### config.mk
export PLATFORM = sky130hd
export DESIGN_NAME = dac_cal_engine
export DESIGN_NICKNAME = d
export VERILOG_FILES = /design/src/hdl/dac_cal_pkg.sv /design/src/hdl/corr_if.sv /design/src/hdl/corr_math.sv /design/src/hdl/chan_fifo.sv /design/src/hdl/dac_cal_engine.sv
export SDC_FILE = /design/constraint.sdc
export NUM_CORES = 2
export LEC_CHECK = 0
export BUFFER_PORTS_ARGS = -buffer_cell sky130_fd_sc_hd__buf_2
export CAP_MARGIN = 10
export CORE_UTILIZATION = 50
export DETAILED_ROUTE_END_ITERATION = 7
export PLACE_DENSITY = 0.75
export SLEW_MARGIN = 20
export SYNTH_ARGS = -nofsm -noshare
export SYNTH_HDL_FRONTEND = slang
export SYNTH_SLANG_ARGS = --single-unit
### constraint.sdc
create_clock -name sys_clk -period 12.12 [get_ports sys_clk]
set_clock_uncertainty 0.1 [all_clocks]
set_input_delay 1.212 -clock sys_clk [delete_from_list [all_inputs] [get_ports sys_clk]]
set_output_delay 1.212 -clock sys_clk [all_outputs]
set_load 0.005 [all_outputs]
### src/hdl/dac_cal_pkg.sv
// Shared constants and types of the calibration correction block.
// Assumes a single clock domain and an AXI4-Lite master with 32-bit data.
package dac_cal_pkg;

	// ------------------------------------------------------------
	// Geometry
	// ------------------------------------------------------------
	localparam int CH_COUNT   = 8;
	localparam int GROUP_SIZE = 4;
	localparam int GROUP_COUNT = 2;
	localparam int CODE_W     = 14;
	localparam int CH_W       = 3;
	localparam int ADDR_W     = 8;
	localparam int QUEUE_DEPTH = 8;

	// ------------------------------------------------------------
	// Arithmetic constants
	// ------------------------------------------------------------
	localparam logic [14:0] GAIN_BIAS = 15'h2000;
	localparam int          GAIN_SHIFT = 14;
	localparam logic [13:0] CODE_MAX  = 14'h3FFF;
	localparam logic [13:0] MSB_FLIP  = 14'h2000;

	// ------------------------------------------------------------
	// Register byte offsets
	// ------------------------------------------------------------
	localparam logic [7:0] CFG_OFF      = 8'h00;
	localparam logic [7:0] STAT_OFF     = 8'h04;
	localparam logic [7:0] OFFSET_A_OFF = 8'h08;
	localparam logic [7:0] OFFSET_B_OFF = 8'h0C;
	localparam logic [7:0] INPUT_BASE   = 8'h20;
	localparam logic [7:0] DATA_BASE    = 8'h40;
	localparam logic [7:0] GAIN_BASE    = 8'h60;
	localparam logic [7:0] ZERO_BASE    = 8'h80;

	// ------------------------------------------------------------
	// Field positions
	// ------------------------------------------------------------
	localparam int CFG_CE_BIT    = 0;
	localparam int CFG_GAIN4_BIT = 1;
	localparam int STAT_BUSY_BIT = 0;
	localparam int STAT_FMT_BIT  = 1;

	// ------------------------------------------------------------
	// Values after reset
	// ------------------------------------------------------------
	localparam logic [13:0] GAIN_RST  = 14'h2000;
	localparam logic [13:0] ZERO_RST  = 14'h0000;
	localparam logic [13:0] INPUT_RST = 14'h0000;
	localparam logic [13:0] DATA_RST  = 14'h0000;
	localparam logic [1:0]  CFG_RST   = 2'h0;
	localparam logic [13:0] OFFSET_G6_RST = 14'h2666;
	localparam logic [13:0] OFFSET_G4_RST = 14'h2AAB;

	// ------------------------------------------------------------
	// Bus answers and engine states
	// ------------------------------------------------------------
	localparam logic [1:0] RESP_OKAY   = 2'h0;
	localparam logic [1:0] RESP_SLVERR = 2'h2;

	typedef enum logic [1:0] {
		ENG_IDLE = 2'b00,
		ENG_LOAD = 2'b01,
		ENG_WAIT = 2'b10
	} eng_state_t;

endpackage

### src/hdl/corr_if.sv
// Link between the engine sequencer and the shared arithmetic unit.
// Assumes both ends run on the same clock.
interface corr_if;
	logic        start;
	logic [13:0] in_code;
	logic [13:0] gain;
	logic [13:0] zero;
	logic [13:0] result;
	logic        done;

	modport engine (output start, output in_code, output gain, output zero, input result, input done);
	modport math   (input start, input in_code, input gain, input zero, output result, output done);
endinterface

### src/hdl/corr_math.sv
// Shared multiply-add unit with clamping; one result a cycle after start.
// Assumes inputs stable in the start cycle.
module corr_math
(
	input  wire logic sys_clk,
	input  wire logic srst,
	corr_if.math      cif
);
	logic [28:0]        prod;
	logic signed [16:0] sum;
	logic [13:0]        next_result;
	logic               next_done;

	// ------------------------------------------------------------
	// Corrected code, clamped to the unsigned range
	// ------------------------------------------------------------
	always_comb
	begin
		prod = 29'(cif.in_code) * 29'(15'({1'b0, cif.gain}) + dac_cal_pkg::GAIN_BIAS);
		sum  = $signed({2'b00, prod[28:dac_cal_pkg::GAIN_SHIFT]})
			+ $signed({{3{cif.zero[13]}}, cif.zero});
		if (sum < 0)
			next_result = 14'h0000;
		else if (sum > $signed({3'b000, dac_cal_pkg::CODE_MAX}))
			next_result = dac_cal_pkg::CODE_MAX;
		else
			next_result = sum[13:0];
		next_done = cif.start;
	end

	// Result registers
	always_ff @(posedge sys_clk)
	begin
		if (srst)
		begin
			cif.result <= 14'h0000;
			cif.done   <= 1'b0;
		end
		else
		begin
			cif.result <= next_result;
			cif.done   <= next_done;
		end
	end
endmodule

### src/hdl/chan_fifo.sv
// Queue of channel numbers awaiting correction, oldest first.
// Assumes push is only asserted while push_ready is high.
module chan_fifo
#(
	parameter int WIDTH = 3,
	parameter int DEPTH = 8
)
(
	input  wire logic             sys_clk,
	input  wire logic             srst,
	input  wire logic [WIDTH-1:0] push_data,
	input  wire logic             push,
	output logic                  push_ready,
	output logic      [WIDTH-1:0] pop_data,
	output logic                  pop_valid,
	input  wire logic             pop
);
	localparam int PW = $clog2(DEPTH);

	logic [WIDTH-1:0] mem [DEPTH];
	logic [PW-1:0]    wr_ptr;
	logic [PW-1:0]    rd_ptr;
	logic [PW:0]      count;
	logic [PW-1:0]    next_wr_ptr;
	logic [PW-1:0]    next_rd_ptr;
	logic [PW:0]      next_count;
	logic             do_push;
	logic             do_pop;

	// Pointer and fill level update
	always_comb
	begin
		do_push     = push && (count != (PW+1)'(DEPTH));
		do_pop      = pop && (count != '0);
		next_wr_ptr = do_push ? PW'((wr_ptr + 1'b1) % DEPTH) : wr_ptr;
		next_rd_ptr = do_pop ? PW'((rd_ptr + 1'b1) % DEPTH) : rd_ptr;
		next_count  = count + (PW+1)'(do_push) - (PW+1)'(do_pop);
	end

	assign push_ready = (count != (PW+1)'(DEPTH));
	assign pop_valid  = (count != '0);
	assign pop_data   = mem[rd_ptr];

	// Storage and pointers
	always_ff @(posedge sys_clk)
	begin
		if (srst)
		begin
			wr_ptr <= '0;
			rd_ptr <= '0;
			count  <= '0;
		end
		else
		begin
			wr_ptr <= next_wr_ptr;
			rd_ptr <= next_rd_ptr;
			count  <= next_count;
		end
		if (do_push)
			mem[wr_ptr] <= push_data;
	end
endmodule

### src/hdl/dac_cal_engine.sv
// Calibration correction block: registers, bus slave and shared engine.
// Assumes an AXI4-Lite master on sys_clk and a static data-format pin.

// Function
// - Channels 0-3 group A, 4-7 group B
// - Each channel latches a 14-bit code
// - Corrected = in*(gain+2^13)/2^14 + zero
// - Input, gain and zero writes while enabled recompute and load channel
// - Gain register spans 0.5 to 1.5
// - Zero register spans -8192 to +8191
// - One arithmetic unit shared by all channels
// - Enable bit: 0 off, 1 on
// - Disabled: direct load, no calculation started
// - Gain and zero read back as written
// - Code source depends on enable bit
// - Gain resets to 8192, zero to 0
// - Input registers reset to zero
// - Offset codes default per gain, per group
// - Gain-select bit picks six or four
// - Gain straight binary, zero twos complement
// - Format pin selects binary or twos complement
// - Gain change reloads offset defaults
module dac_cal_engine
#(
	parameter logic [13:0] OFFSET_A_G6 = dac_cal_pkg::OFFSET_G6_RST,
	parameter logic [13:0] OFFSET_A_G4 = dac_cal_pkg::OFFSET_G4_RST,
	parameter logic [13:0] OFFSET_B_G6 = dac_cal_pkg::OFFSET_G6_RST,
	parameter logic [13:0] OFFSET_B_G4 = dac_cal_pkg::OFFSET_G4_RST
)
(
	input  wire logic         sys_clk,
	input  wire logic         srst,
	input  wire logic         data_format_select,
	input  wire logic [7:0]   s_axi_awaddr,
	input  wire logic         s_axi_awvalid,
	output logic              s_axi_awready,
	input  wire logic [31:0]  s_axi_wdata,
	input  wire logic [3:0]   s_axi_wstrb,
	input  wire logic         s_axi_wvalid,
	output logic              s_axi_wready,
	output logic [1:0]        s_axi_bresp,
	output logic              s_axi_bvalid,
	input  wire logic         s_axi_bready,
	input  wire logic [7:0]   s_axi_araddr,
	input  wire logic         s_axi_arvalid,
	output logic              s_axi_arready,
	output logic [31:0]       s_axi_rdata,
	output logic [1:0]        s_axi_rresp,
	output logic              s_axi_rvalid,
	input  wire logic         s_axi_rready,
	output logic [111:0]      dac_latch_code,
	output logic [27:0]       group_offset_code,
	output logic              amp_gain_six,
	output logic              correction_busy
);
	localparam int N = dac_cal_pkg::CH_COUNT;

	// ------------------------------------------------------------
	// State
	// ------------------------------------------------------------
	logic [13:0]  input_reg [N];
	logic [13:0]  data_reg  [N];
	logic [13:0]  gain_reg  [N];
	logic [13:0]  zero_reg  [N];
	logic [13:0]  offset_reg [dac_cal_pkg::GROUP_COUNT];
	logic [1:0]   cfg;
	logic [13:0]  next_input [N];
	logic [13:0]  next_data  [N];
	logic [13:0]  next_gain  [N];
	logic [13:0]  next_zero  [N];
	logic [13:0]  next_offset [dac_cal_pkg::GROUP_COUNT];
	logic [1:0]   next_cfg;

	logic         aw_held;
	logic         w_held;
	logic [7:0]   aw_addr;
	logic [31:0]  w_data;
	logic [3:0]   w_strb;
	logic         next_aw_held;
	logic         next_w_held;
	logic [7:0]   next_aw_addr;
	logic [31:0]  next_w_data;
	logic [3:0]   next_w_strb;
	logic         next_bvalid;
	logic [1:0]   next_bresp;
	logic         next_rvalid;
	logic [1:0]   next_rresp;
	logic [31:0]  next_rdata;

	dac_cal_pkg::eng_state_t eng_state;
	dac_cal_pkg::eng_state_t next_eng_state;
	logic [2:0]   eng_ch;
	logic [2:0]   next_eng_ch;
	logic         next_busy;

	logic         wr_fire;
	logic         wr_hit;
	logic [2:0]   wr_ch;
	logic [2:0]   rd_ch;
	logic [13:0]  wr_val;
	logic [13:0]  fmt_mask;
	logic         q_push;
	logic         q_ready;
	logic [2:0]   q_data;
	logic         q_valid;
	logic         q_pop;
	logic         ce;

	corr_if cif ();

	// Format pin flips the code MSB between twos complement and straight binary
	assign fmt_mask = data_format_select ? dac_cal_pkg::MSB_FLIP : 14'h0000;
	assign ce       = cfg[dac_cal_pkg::CFG_CE_BIT];
	assign wr_ch    = aw_addr[4:2];
	assign rd_ch    = s_axi_araddr[4:2];
	assign wr_val   = {w_strb[1] ? w_data[13:8] : 6'h00, w_strb[0] ? w_data[7:0] : 8'h00};

	// ------------------------------------------------------------
	// Submodules
	// ------------------------------------------------------------
	chan_fifo #(
		.WIDTH (dac_cal_pkg::CH_W),
		.DEPTH (dac_cal_pkg::QUEUE_DEPTH)
	) u_queue (
		.sys_clk    (sys_clk),
		.srst       (srst),
		.push_data  (wr_ch),
		.push       (q_push),
		.push_ready (q_ready),
		.pop_data   (q_data),
		.pop_valid  (q_valid),
		.pop        (q_pop)
	);

	corr_math u_math (
		.sys_clk (sys_clk),
		.srst    (srst),
		.cif     (cif.math)
	);

	// ------------------------------------------------------------
	// Bus slave
	// ------------------------------------------------------------
	// Address and data captured in either order; write stalls while queue full
	always_comb
	begin
		next_aw_held = aw_held;
		next_w_held  = w_held;
		next_aw_addr = aw_addr;
		next_w_data  = w_data;
		next_w_strb  = w_strb;
		next_bvalid  = s_axi_bvalid && !s_axi_bready;
		next_bresp   = s_axi_bresp;
		wr_fire      = aw_held && w_held && !s_axi_bvalid && q_ready;
		if (s_axi_awvalid && s_axi_awready)
		begin
			next_aw_held = 1'b1;
			next_aw_addr = s_axi_awaddr;
		end
		if (s_axi_wvalid && s_axi_wready)
		begin
			next_w_held = 1'b1;
			next_w_data = s_axi_wdata;
			next_w_strb = s_axi_wstrb;
		end
		if (wr_fire)
		begin
			next_aw_held = 1'b0;
			next_w_held  = 1'b0;
			next_bvalid  = 1'b1;
			next_bresp   = wr_hit ? dac_cal_pkg::RESP_OKAY : dac_cal_pkg::RESP_SLVERR;
		end
	end

	// Read answer one cycle after the address is taken
	always_comb
	begin
		next_rvalid = s_axi_rvalid && !s_axi_rready;
		next_rresp  = s_axi_rresp;
		next_rdata  = s_axi_rdata;
		if (s_axi_arvalid && s_axi_arready)
		begin
			next_rvalid = 1'b1;
			next_rresp  = dac_cal_pkg::RESP_OKAY;
			next_rdata  = 32'h00000000;
			case (s_axi_araddr[7:5])
				dac_cal_pkg::INPUT_BASE[7:5]: next_rdata = {18'h00000, input_reg[rd_ch]};
				dac_cal_pkg::DATA_BASE[7:5]:  next_rdata = {18'h00000, data_reg[rd_ch] ^ fmt_mask};
				dac_cal_pkg::GAIN_BASE[7:5]:  next_rdata = {18'h00000, gain_reg[rd_ch]};
				dac_cal_pkg::ZERO_BASE[7:5]:  next_rdata = {18'h00000, zero_reg[rd_ch]};
				3'h0:
				begin
					case (s_axi_araddr)
						dac_cal_pkg::CFG_OFF:      next_rdata = {30'h00000000, cfg};
						dac_cal_pkg::STAT_OFF:     next_rdata = {30'h00000000, data_format_select, correction_busy};
						dac_cal_pkg::OFFSET_A_OFF: next_rdata = {18'h00000, offset_reg[0] ^ fmt_mask};
						dac_cal_pkg::OFFSET_B_OFF: next_rdata = {18'h00000, offset_reg[1] ^ fmt_mask};
						default:                   next_rresp = dac_cal_pkg::RESP_SLVERR;
					endcase
				end
				default: next_rresp = dac_cal_pkg::RESP_SLVERR;
			endcase
		end
	end

	// ------------------------------------------------------------
	// Register file
	// ------------------------------------------------------------
	// Bus writes, engine loads and offset reload on gain change
	always_comb
	begin
		next_input  = input_reg;
		next_data   = data_reg;
		next_gain   = gain_reg;
		next_zero   = zero_reg;
		next_offset = offset_reg;
		next_cfg    = cfg;
		wr_hit      = 1'b1;
		q_push      = 1'b0;
		if (eng_state == dac_cal_pkg::ENG_WAIT && cif.done)
			next_data[eng_ch] = cif.result;
		if (wr_fire)
		begin
			case (aw_addr[7:5])
				dac_cal_pkg::INPUT_BASE[7:5]:
				begin
					next_input[wr_ch] = wr_val;
					q_push            = ce;
				end
				dac_cal_pkg::DATA_BASE[7:5]:
					next_data[wr_ch] = wr_val ^ fmt_mask;
				dac_cal_pkg::GAIN_BASE[7:5]:
				begin
					next_gain[wr_ch] = wr_val;
					q_push           = ce;
				end
				dac_cal_pkg::ZERO_BASE[7:5]:
				begin
					next_zero[wr_ch] = wr_val;
					q_push           = ce;
				end
				3'h0:
				begin
					case (aw_addr)
						dac_cal_pkg::CFG_OFF:
						begin
							next_cfg = {w_strb[0] ? w_data[1:0] : cfg};
							if (next_cfg[dac_cal_pkg::CFG_GAIN4_BIT] != cfg[dac_cal_pkg::CFG_GAIN4_BIT])
							begin
								next_offset[0] = next_cfg[dac_cal_pkg::CFG_GAIN4_BIT] ? OFFSET_A_G4 : OFFSET_A_G6;
								next_offset[1] = next_cfg[dac_cal_pkg::CFG_GAIN4_BIT] ? OFFSET_B_G4 : OFFSET_B_G6;
							end
						end
						dac_cal_pkg::STAT_OFF:     wr_hit = 1'b1;
						dac_cal_pkg::OFFSET_A_OFF: next_offset[0] = wr_val ^ fmt_mask;
						dac_cal_pkg::OFFSET_B_OFF: next_offset[1] = wr_val ^ fmt_mask;
						default:                   wr_hit = 1'b0;
					endcase
				end
				default: wr_hit = 1'b0;
			endcase
		end
	end

	// ------------------------------------------------------------
	// Shared engine sequencer
	// ------------------------------------------------------------
	// Takes one queued channel at a time, oldest first
	always_comb
	begin
		next_eng_state = eng_state;
		next_eng_ch    = eng_ch;
		q_pop          = 1'b0;
		cif.start      = 1'b0;
		case (eng_state)
			dac_cal_pkg::ENG_IDLE:
			begin
				if (q_valid)
				begin
					q_pop          = 1'b1;
					next_eng_ch    = q_data;
					next_eng_state = dac_cal_pkg::ENG_LOAD;
				end
			end
			dac_cal_pkg::ENG_LOAD:
			begin
				cif.start      = 1'b1;
				next_eng_state = dac_cal_pkg::ENG_WAIT;
			end
			dac_cal_pkg::ENG_WAIT:
			begin
				if (cif.done)
					next_eng_state = dac_cal_pkg::ENG_IDLE;
			end
			default: next_eng_state = dac_cal_pkg::ENG_IDLE;
		endcase
		next_busy = (next_eng_state != dac_cal_pkg::ENG_IDLE) || q_valid || q_push;
	end

	// Engine operands of the selected channel; input code in straight binary
	assign cif.in_code = input_reg[eng_ch] ^ fmt_mask;
	assign cif.gain    = gain_reg[eng_ch];
	assign cif.zero    = zero_reg[eng_ch];

	// ------------------------------------------------------------
	// Registers
	// ------------------------------------------------------------
	always_ff @(posedge sys_clk)
	begin
		if (srst)
		begin
			for (int i = 0; i < N; i++)
			begin
				input_reg[i] <= dac_cal_pkg::INPUT_RST;
				data_reg[i]  <= dac_cal_pkg::DATA_RST;
				gain_reg[i]  <= dac_cal_pkg::GAIN_RST;
				zero_reg[i]  <= dac_cal_pkg::ZERO_RST;
			end
			offset_reg[0] <= OFFSET_A_G6;
			offset_reg[1] <= OFFSET_B_G6;
			cfg           <= dac_cal_pkg::CFG_RST;
			aw_held       <= 1'b0;
			w_held        <= 1'b0;
			aw_addr       <= 8'h00;
			w_data        <= 32'h00000000;
			w_strb        <= 4'h0;
			s_axi_awready <= 1'b0;
			s_axi_wready  <= 1'b0;
			s_axi_bvalid  <= 1'b0;
			s_axi_bresp   <= dac_cal_pkg::RESP_OKAY;
			s_axi_arready <= 1'b0;
			s_axi_rvalid  <= 1'b0;
			s_axi_rresp   <= dac_cal_pkg::RESP_OKAY;
			s_axi_rdata   <= 32'h00000000;
			eng_state     <= dac_cal_pkg::ENG_IDLE;
			eng_ch        <= 3'h0;
			correction_busy <= 1'b0;
		end
		else
		begin
			input_reg     <= next_input;
			data_reg      <= next_data;
			gain_reg      <= next_gain;
			zero_reg      <= next_zero;
			offset_reg    <= next_offset;
			cfg           <= next_cfg;
			aw_held       <= next_aw_held;
			w_held        <= next_w_held;
			aw_addr       <= next_aw_addr;
			w_data        <= next_w_data;
			w_strb        <= next_w_strb;
			s_axi_awready <= !next_aw_held;
			s_axi_wready  <= !next_w_held;
			s_axi_bvalid  <= next_bvalid;
			s_axi_bresp   <= next_bresp;
			s_axi_arready <= !next_rvalid;
			s_axi_rvalid  <= next_rvalid;
			s_axi_rresp   <= next_rresp;
			s_axi_rdata   <= next_rdata;
			eng_state     <= next_eng_state;
			eng_ch        <= next_eng_ch;
			correction_busy <= next_busy;
		end
	end

	// ------------------------------------------------------------
	// Output latches, one slice per channel
	// ------------------------------------------------------------
	for (genvar g = 0; g < N; g++)
	begin : g_latch
		// Groups: channels 0-3 use offset A, 4-7 offset B
		always_ff @(posedge sys_clk)
		begin
			if (srst)
				dac_latch_code[g*14 +: 14] <= dac_cal_pkg::DATA_RST;
			else
				dac_latch_code[g*14 +: 14] <= next_data[g];
		end
	end

	// Offset codes and amplifier gain select
	always_ff @(posedge sys_clk)
	begin
		if (srst)
		begin
			group_offset_code <= {OFFSET_B_G6, OFFSET_A_G6};
			amp_gain_six      <= 1'b1;
		end
		else
		begin
			group_offset_code <= {next_offset[1], next_offset[0]};
			amp_gain_six      <= !next_cfg[dac_cal_pkg::CFG_GAIN4_BIT];
		end
	end
endmodule

### Word level (Yosys, flattened, before mapping)

Memory sizes are Yosys's and may differ from the RTL's. A register that Yosys moved wholly into a read port is not among the register bits.
Index checks and enable logic that the tools add are counted.

| cells by class | value |
|---|---|
| add/sub/neg operators | 6 |
| $mul | 1 |
| $lt $le $gt $ge | 7 |
| equality and inequality tests | 18 |
| mux-type cells | 71 |
| bitwise operators | 8 |
| reduce and logical (&&, ||, !) cells | 40 |

Operators with widths:

| kind | count |
|---|---|
| bitwise mux 112 bit | 5 |
| two-way mux 112 bit | 3 |
| binary-select mux 14 bit (select 3 bit) | 7 |
| two-way mux 14 bit | 18 |
| demux 14 bit (select 3 bit) | 2 |
| two-way mux 28 bit | 3 |
| case mux 14 bit (5 select lines) | 1 |
| XOR 14 bit | 5 |
| case mux 14 bit (2 select lines) | 2 |
| case mux 14 bit (4 select lines) | 1 |
| == test 8 x 4 -> 1 bit (second input constant) | 4 |
| multiplier 14 x 29 -> 29 bit | 1 |
| adder 16 x 14 -> 17 bit | 1 |
| greater-than comparator 17 x 15 -> 1 bit (second input constant) | 1 |
| less-than comparator 17 x 1 -> 1 bit (second input constant) | 1 |
| == test 8 x 3 -> 1 bit (second input constant) | 2 |
| logical NOT 8 bit | 2 |
| two-way mux 2 bit | 8 |
| OR reduction 4 bit | 4 |
| adder 14 x 14 -> 15 bit (second input constant) | 1 |
| two-way mux 1 bit | 15 |
| logical AND 1 bit | 13 |
| == test 3 x 2 -> 1 bit (second input constant) | 4 |
| greater-or-equal comparator 4 bit (second input constant) | 3 |
| other kinds (27) | 44 |

| storage, ports and cells | value |
|---|---|
| register bits after elaboration | 602 |
| RAM bits | 24 |
| bits of input ports | 60 |
| output and inout bits | 183 |
| word-level logic and storage cells | 210 |
| memories kept | 1 |

Memories:

| name | words | width | read ports | clocked after Yosys merged registers in | write ports | RTL line | RTL |
|---|---|---|---|---|---|---|---|
| u_queue.mem | 8 | 3 | 1 | 1 | 1 | chan_fifo.sv:20 | `logic [WIDTH-1:0] mem [DEPTH];` |

### Logic depth before layout (Yosys ltp)

| depth | value |
|---|---|
| depth in word-level cells | 10 |
| mapped depth | 41 |
| mapped depth without buffers | 36 |

### Hierarchy

From an unflattened synthesis, not the netlist that was laid out.

| second synthesis, totals | value |
|---|---|
| cell total of the unflattened synthesis | 4225 |
| area, all modules | 36727.7 sq um |

By module, submodules not included:

| module | times used | cells an instance | area an instance (sq um) | sequential area each (sq um) |
|---|---|---|---|---|
| dac_cal_engine | 1 | 3234 | 27370.0 | 10650.2 |
| corr_math | 1 | 877 | 7738.7 | 300.3 |
| chan_fifo | 1 | 114 | 1619.1 | 980.9 |

### Worst setup path before layout

Ideal clock, no wire load.

| timing | value |
|---|---|
| path type | reg2reg |
| start point | reg eng_ch[1], read port of u_queue.mem |
| end point | reg u_math.cif.result[10] |
| library setup time | 115 ps |
| arrival | 8576 ps |
| data required time | 11905 ps |
| slack | 3329 ps |
| cell stages (with the launch flop) | 37 |
| buffers on the path | 5 |
| clock period less this slack | 8791 ps |
| cells stage by stage | dfxtp_1 -> buf_4 -> buf_4 -> nand2_1 -> nor2_1 -> clkbuf_1 -> a22oi_1 -> nand4_1 -> clkbuf_1 -> nand2_1 -> fa_1 -> fa_1 -> fa_1 -> inv_1 -> fa_1 -> fa_1 -> inv_1 -> fa_1 -> inv_1 -> ha_1 -> o21a_1 -> o21a_1 -> o21ai_0 -> a22o_1 -> a21oi_4 -> a31o_2 -> a21oi_1 -> xnor2_1 -> ha_1 -> nor4_1 -> o21ai_0 -> a41oi_2 -> o21ai_0 -> a311oi_1 -> o311ai_1 -> buf_2 -> o21a_1 |

| on the way | value |
|---|---|
| word-level cells in the longest chain between the ends | 9 |
| elaborated cells on any way between the ends | 18 |
| those cells by class | add/sub: 2; mul: 1; order compare: 2; mux: 10; bitwise: 2; reduce/logical: 1 |

RTL lines:

| what | RTL line | RTL |
|---|---|---|
| start, declared | dac_cal_engine.sv:92 | `logic [2:0] eng_ch;` |
| inverter 3 -> 4 bit (implied by the code) * | dac_cal_engine.sv:301, dac_cal_engine.sv:302, dac_cal_engine.sv:303 |  |
| binary-select mux 14 bit (select 3 bit), on equally long branches | dac_cal_engine.sv:302, dac_cal_engine.sv:301 |  |
| two-way mux 14 bit, on equally long branches (2 in series) | dac_cal_engine.sv:302, dac_cal_engine.sv:301 |  |
| adder 14 x 14 -> 15 bit or XOR 14 bit (tied branches) | corr_math.sv:19, dac_cal_engine.sv:301 |  |
| multiplier 14 x 29 -> 29 bit | corr_math.sv:19 | `prod = 29'(cif.in_code) * 29'(15'({1'b0, cif.gain}) + dac_cal_pkg::GAIN_BIAS);` |
| adder 16 x 14 -> 17 bit * | corr_math.sv:21 | `+ $signed({{3{cif.zero[13]}}, cif.zero});` |
| greater-than comparator 17 x 15 -> 1 bit or less-than comparator 17 x 1 -> 1 bit (tied branches) | corr_math.sv:24, corr_math.sv:22 |  |
| two-way mux 14 bit or OR reduction 2 bit (tied branches) | - |  |
| end signal, assigned | corr_math.sv:41 | `cif.result <= next_result;` |
| end, declared | corr_if.sv:12 | `modport math (input start, input in_code, input gain, input zero, output result, output done);` |

Every way passes the cells marked *; elsewhere a longest branch is shown, timed or not. The select of a mux whose other input is x is not followed.
A chain may end at the register's enable or synchronous reset.

### Worst setup path in the final report

| timing | value |
|---|---|
| start point | reg eng_ch[0], read port of u_queue.mem |
| end point | reg u_math.cif.result[0] |

Same word-level chain as after synthesis.

==> results.toml <==
[critical_path]
crit_type = "flip-flop to flip-flop"
slowest_stage = "dfxtp_1"
end_kind = "flip-flop"
rr_worst_depth = 38
max_stage_delay_ns = 0.81
cp.required_ns = 12.61
path_max_fanout = 27
worst-endpoint-arrival_ns = 11.35
start_kind = "flip-flop"

[routing]
wl_mm = 120
wl_per_cell_um = 23.8
dr.pass1.iters = 8
drcViolationCount = 0
vias = 31400
drt_iter0_markers = 4470
viasPerCell = 6.27
drtAntennaViolNets = 0

[synthesis]
synthTopCellsByArea = "dfxtp_1, fa_1, mux4_2"
ys_ff_latch = 581
synthMuxAreaShare_pct = 14.1
synth_compound_area_share_pct = 14.9
synth-xor-area-share_pct = 0.924
ys_async_sr_fraction_pct = 0
synth_cell_types = 70
avgSynthCellArea_sq_um = 8.73
yosys.area.top_type = "dfxtp_1"
syn_area_sq_um = 35100
netlist_instances = 4014
synth_top_family_by_area = "simple AND/OR/NAND/NOR gates"
yosys.area_share.simple_pct = 17.0
synth_top_area_share_pct = 31.8
yosys.area_share.adder_pct = 12.9
synth_seq_area_share_pct = 33.9
synth_edf_count = 24
synth-main-ff-cell = "dfxtp_1"
yosys_warnings = 0

[floorplan]
start_util_pct = 50.9
floorplan.rows = 96
die_w_um = 267
dieArea_sq_um = 71200
die_h_um = 267
io_pins = 243
coreArea_sq_um = 68900

[sta]
worst_pin_slew_ns = 1.15
rsz0062_at_grt = "false"
hold_viol_final = 0
setup_violations = 0
final_max_slew_viol_count = 0
fmax_ghz = 0.0921
holdWs_ns = 0.366
fin_crit_ns = 10.86
slew_headroom_pct = 23.4
fin_setup_tns_ns = 0
fin_crit_sh_pct = 89.6

[clock_network]
clk_pin_slew_worst_paths_ns = 0.06
cts_setup_buffers = 0
htree_levels = 2
root_buffer = "clkbuf_16"
clkLatencyLatePin_ns = 0.66
clockBufferDepth = 3
numCtsBuffers = 59
cts.sinks = 581
cts_tree = "yes"
cts_resized = 0
ctsHoldBuffers = 0

[global_routing]
grt.total_usage_pct = 33.1
grt_max_degree = 231
top_usage_layer = "met2"
use_met1_pct = 43.7
overflow = 0
grt_pass1_wl_mm = 179
grt_pass1_vias = 29400
antenna_found_initial = 2
gr-usage-met3_pct = 8.87
grtUsageMet2_pct = 48.8

[finish]
area_growth_pct = 10.1
fin_util_pct = 56.0
mostFrequentLayoutCells = "nand2_1, dfxtp_1, nor2_1, a21oi_1, inv_1"
layout_commonest_cell = "nand2_1"
nNetsFinal = 4367
drive_gt1_share_pct = 14.1
multi_input_area_sq_um = 21200
regArea_sq_um = 11900
nFillCells = 6138

[power_and_ir_drop]
p_per_area_nw_per_um2 = 113
p_leak_nw = 14.9
peakVddDrop_uv = 161

[hold_path]
worstHoldPathType = "flip-flop to flip-flop"
whs_path_depth = 2

[flow_run]
maxCapViolCount = 0

[status]
status = "finished clean"

[placed_design]
io_buffers = 202
place_hpwl_mm = 81.8
gp_congestion = 0.967
==> stage by stage <==
stage | total power, mW | cell area (sq um) | std cells | setup WS (ns)
final | 4.37 | 38600 | 5016 | 1.26
after global routing | 4.46 | 38600 | 5014 | 0.711
after CTS | 4.34 | 38600 | 5014 | 1.41
after detailed placement | 2.51 | 36600 | 4907 | 1.47
after global placement | 2.50 | 36600 | 4907 | 1.52
after floorplan | 2.33 | 35100 | 4035 | 3.33
==> worst max-delay path, delay by kind of cell (launching register included) <==
family | cells | cell delay [ns]
fa+ha+maj | 9 | 3.54
compound gates | 11 | 2.53
simple gates | 9 | 2.31
buf+inv | 7 | 0.90
flops | 1 | 0.81
xor+xnor | 2 | 0.59
==> where the power goes <==
| part | internal [mW] | switching [mW] |
|---|---|---|
| logic | 0.158 | 0.339 |
| clock network | 1.07 | 0.807 |
| registers | 1.95 | 0.0495 |
==> metal layers <==
metal / vias to the layer above / part of all wire [%] / routed length, um
met1: 15000 / 38 / 45100
met5: - / 0.011 / 13
met2: 2132 / 43 / 50900
met3: 473 / 13 / 15600
li1: 13800 / - / -
met4: 2 / 6.7 / 8030
==> synth_stat cells (6+ instances only) <==
master    number
and2_1        42
and3_1         6
inv_1        206
a211oi_1     121
a21oi_1      427
nand4_1       37
a21o_1        16
nand2b_1      19
o22ai_1       18
buf_1         23
nand2_1      742
xnor2_1       24
ha_1         116
edfxtp_1      24
a211o_1        9
nor3b_1        8
o21a_1        22
mux2_2        29
a221o_1        7
dfxtp_1      557
o211ai_1       6
and4_1        17
nor3_1        12
nand3_1       28
fa_1         154
clkbuf_1     266
nor2b_1        7
nand2_2        7
buf_4         23
or2_2          7
xor2_1        13
mux2i_1      164
nor2_1       449
or3_1          6
a22oi_1      166
mux4_2       128
o21ai_0       31
buf_2         22
==> final timing paths <==
path,startpoint,to,slack [ns]
max,eng_ch[0]$_SDFFE_PP0P_,u_math.cif.result[0]$_SDFF_PP0_,1.26
max reg2reg,eng_ch[0]$_SDFFE_PP0P_,u_math.cif.result[0]$_SDFF_PP0_,1.26
min,s_axi_rdata[13]$_SDFFE_PP0P_,s_axi_rdata[13]$_SDFFE_PP0P_,0.37
min reg2reg,s_axi_rdata[13]$_SDFFE_PP0P_,s_axi_rdata[13]$_SDFFE_PP0P_,0.37
==> area by class of cell <==
cell class                      count  share of cell area, %
Timing Repair Buffer              277                   4.17
Clock inverter                     16                  0.473
Sequential cell                   581                   30.8
Antenna cell                        2                 0.0130
Multi-Input combinational cell   2912                   54.9
Inverter                          206                   2.00
Tap cell                          931                   3.02
Clock buffer                       91                   4.63
==> cell families (layout without fill, tap and decap cells) <==
kind of cell,after synthesis,after routing
xor gates and xnor gates,37,37
buffers and inverters,542,590
muxes,325,325
DFF,581,581
and+or+nand+nor,1416,1416
adders and majority gates,270,270
AOI/OAI and AO/OA,842,842
other,1,24
(Power assumes the default switching activity.)
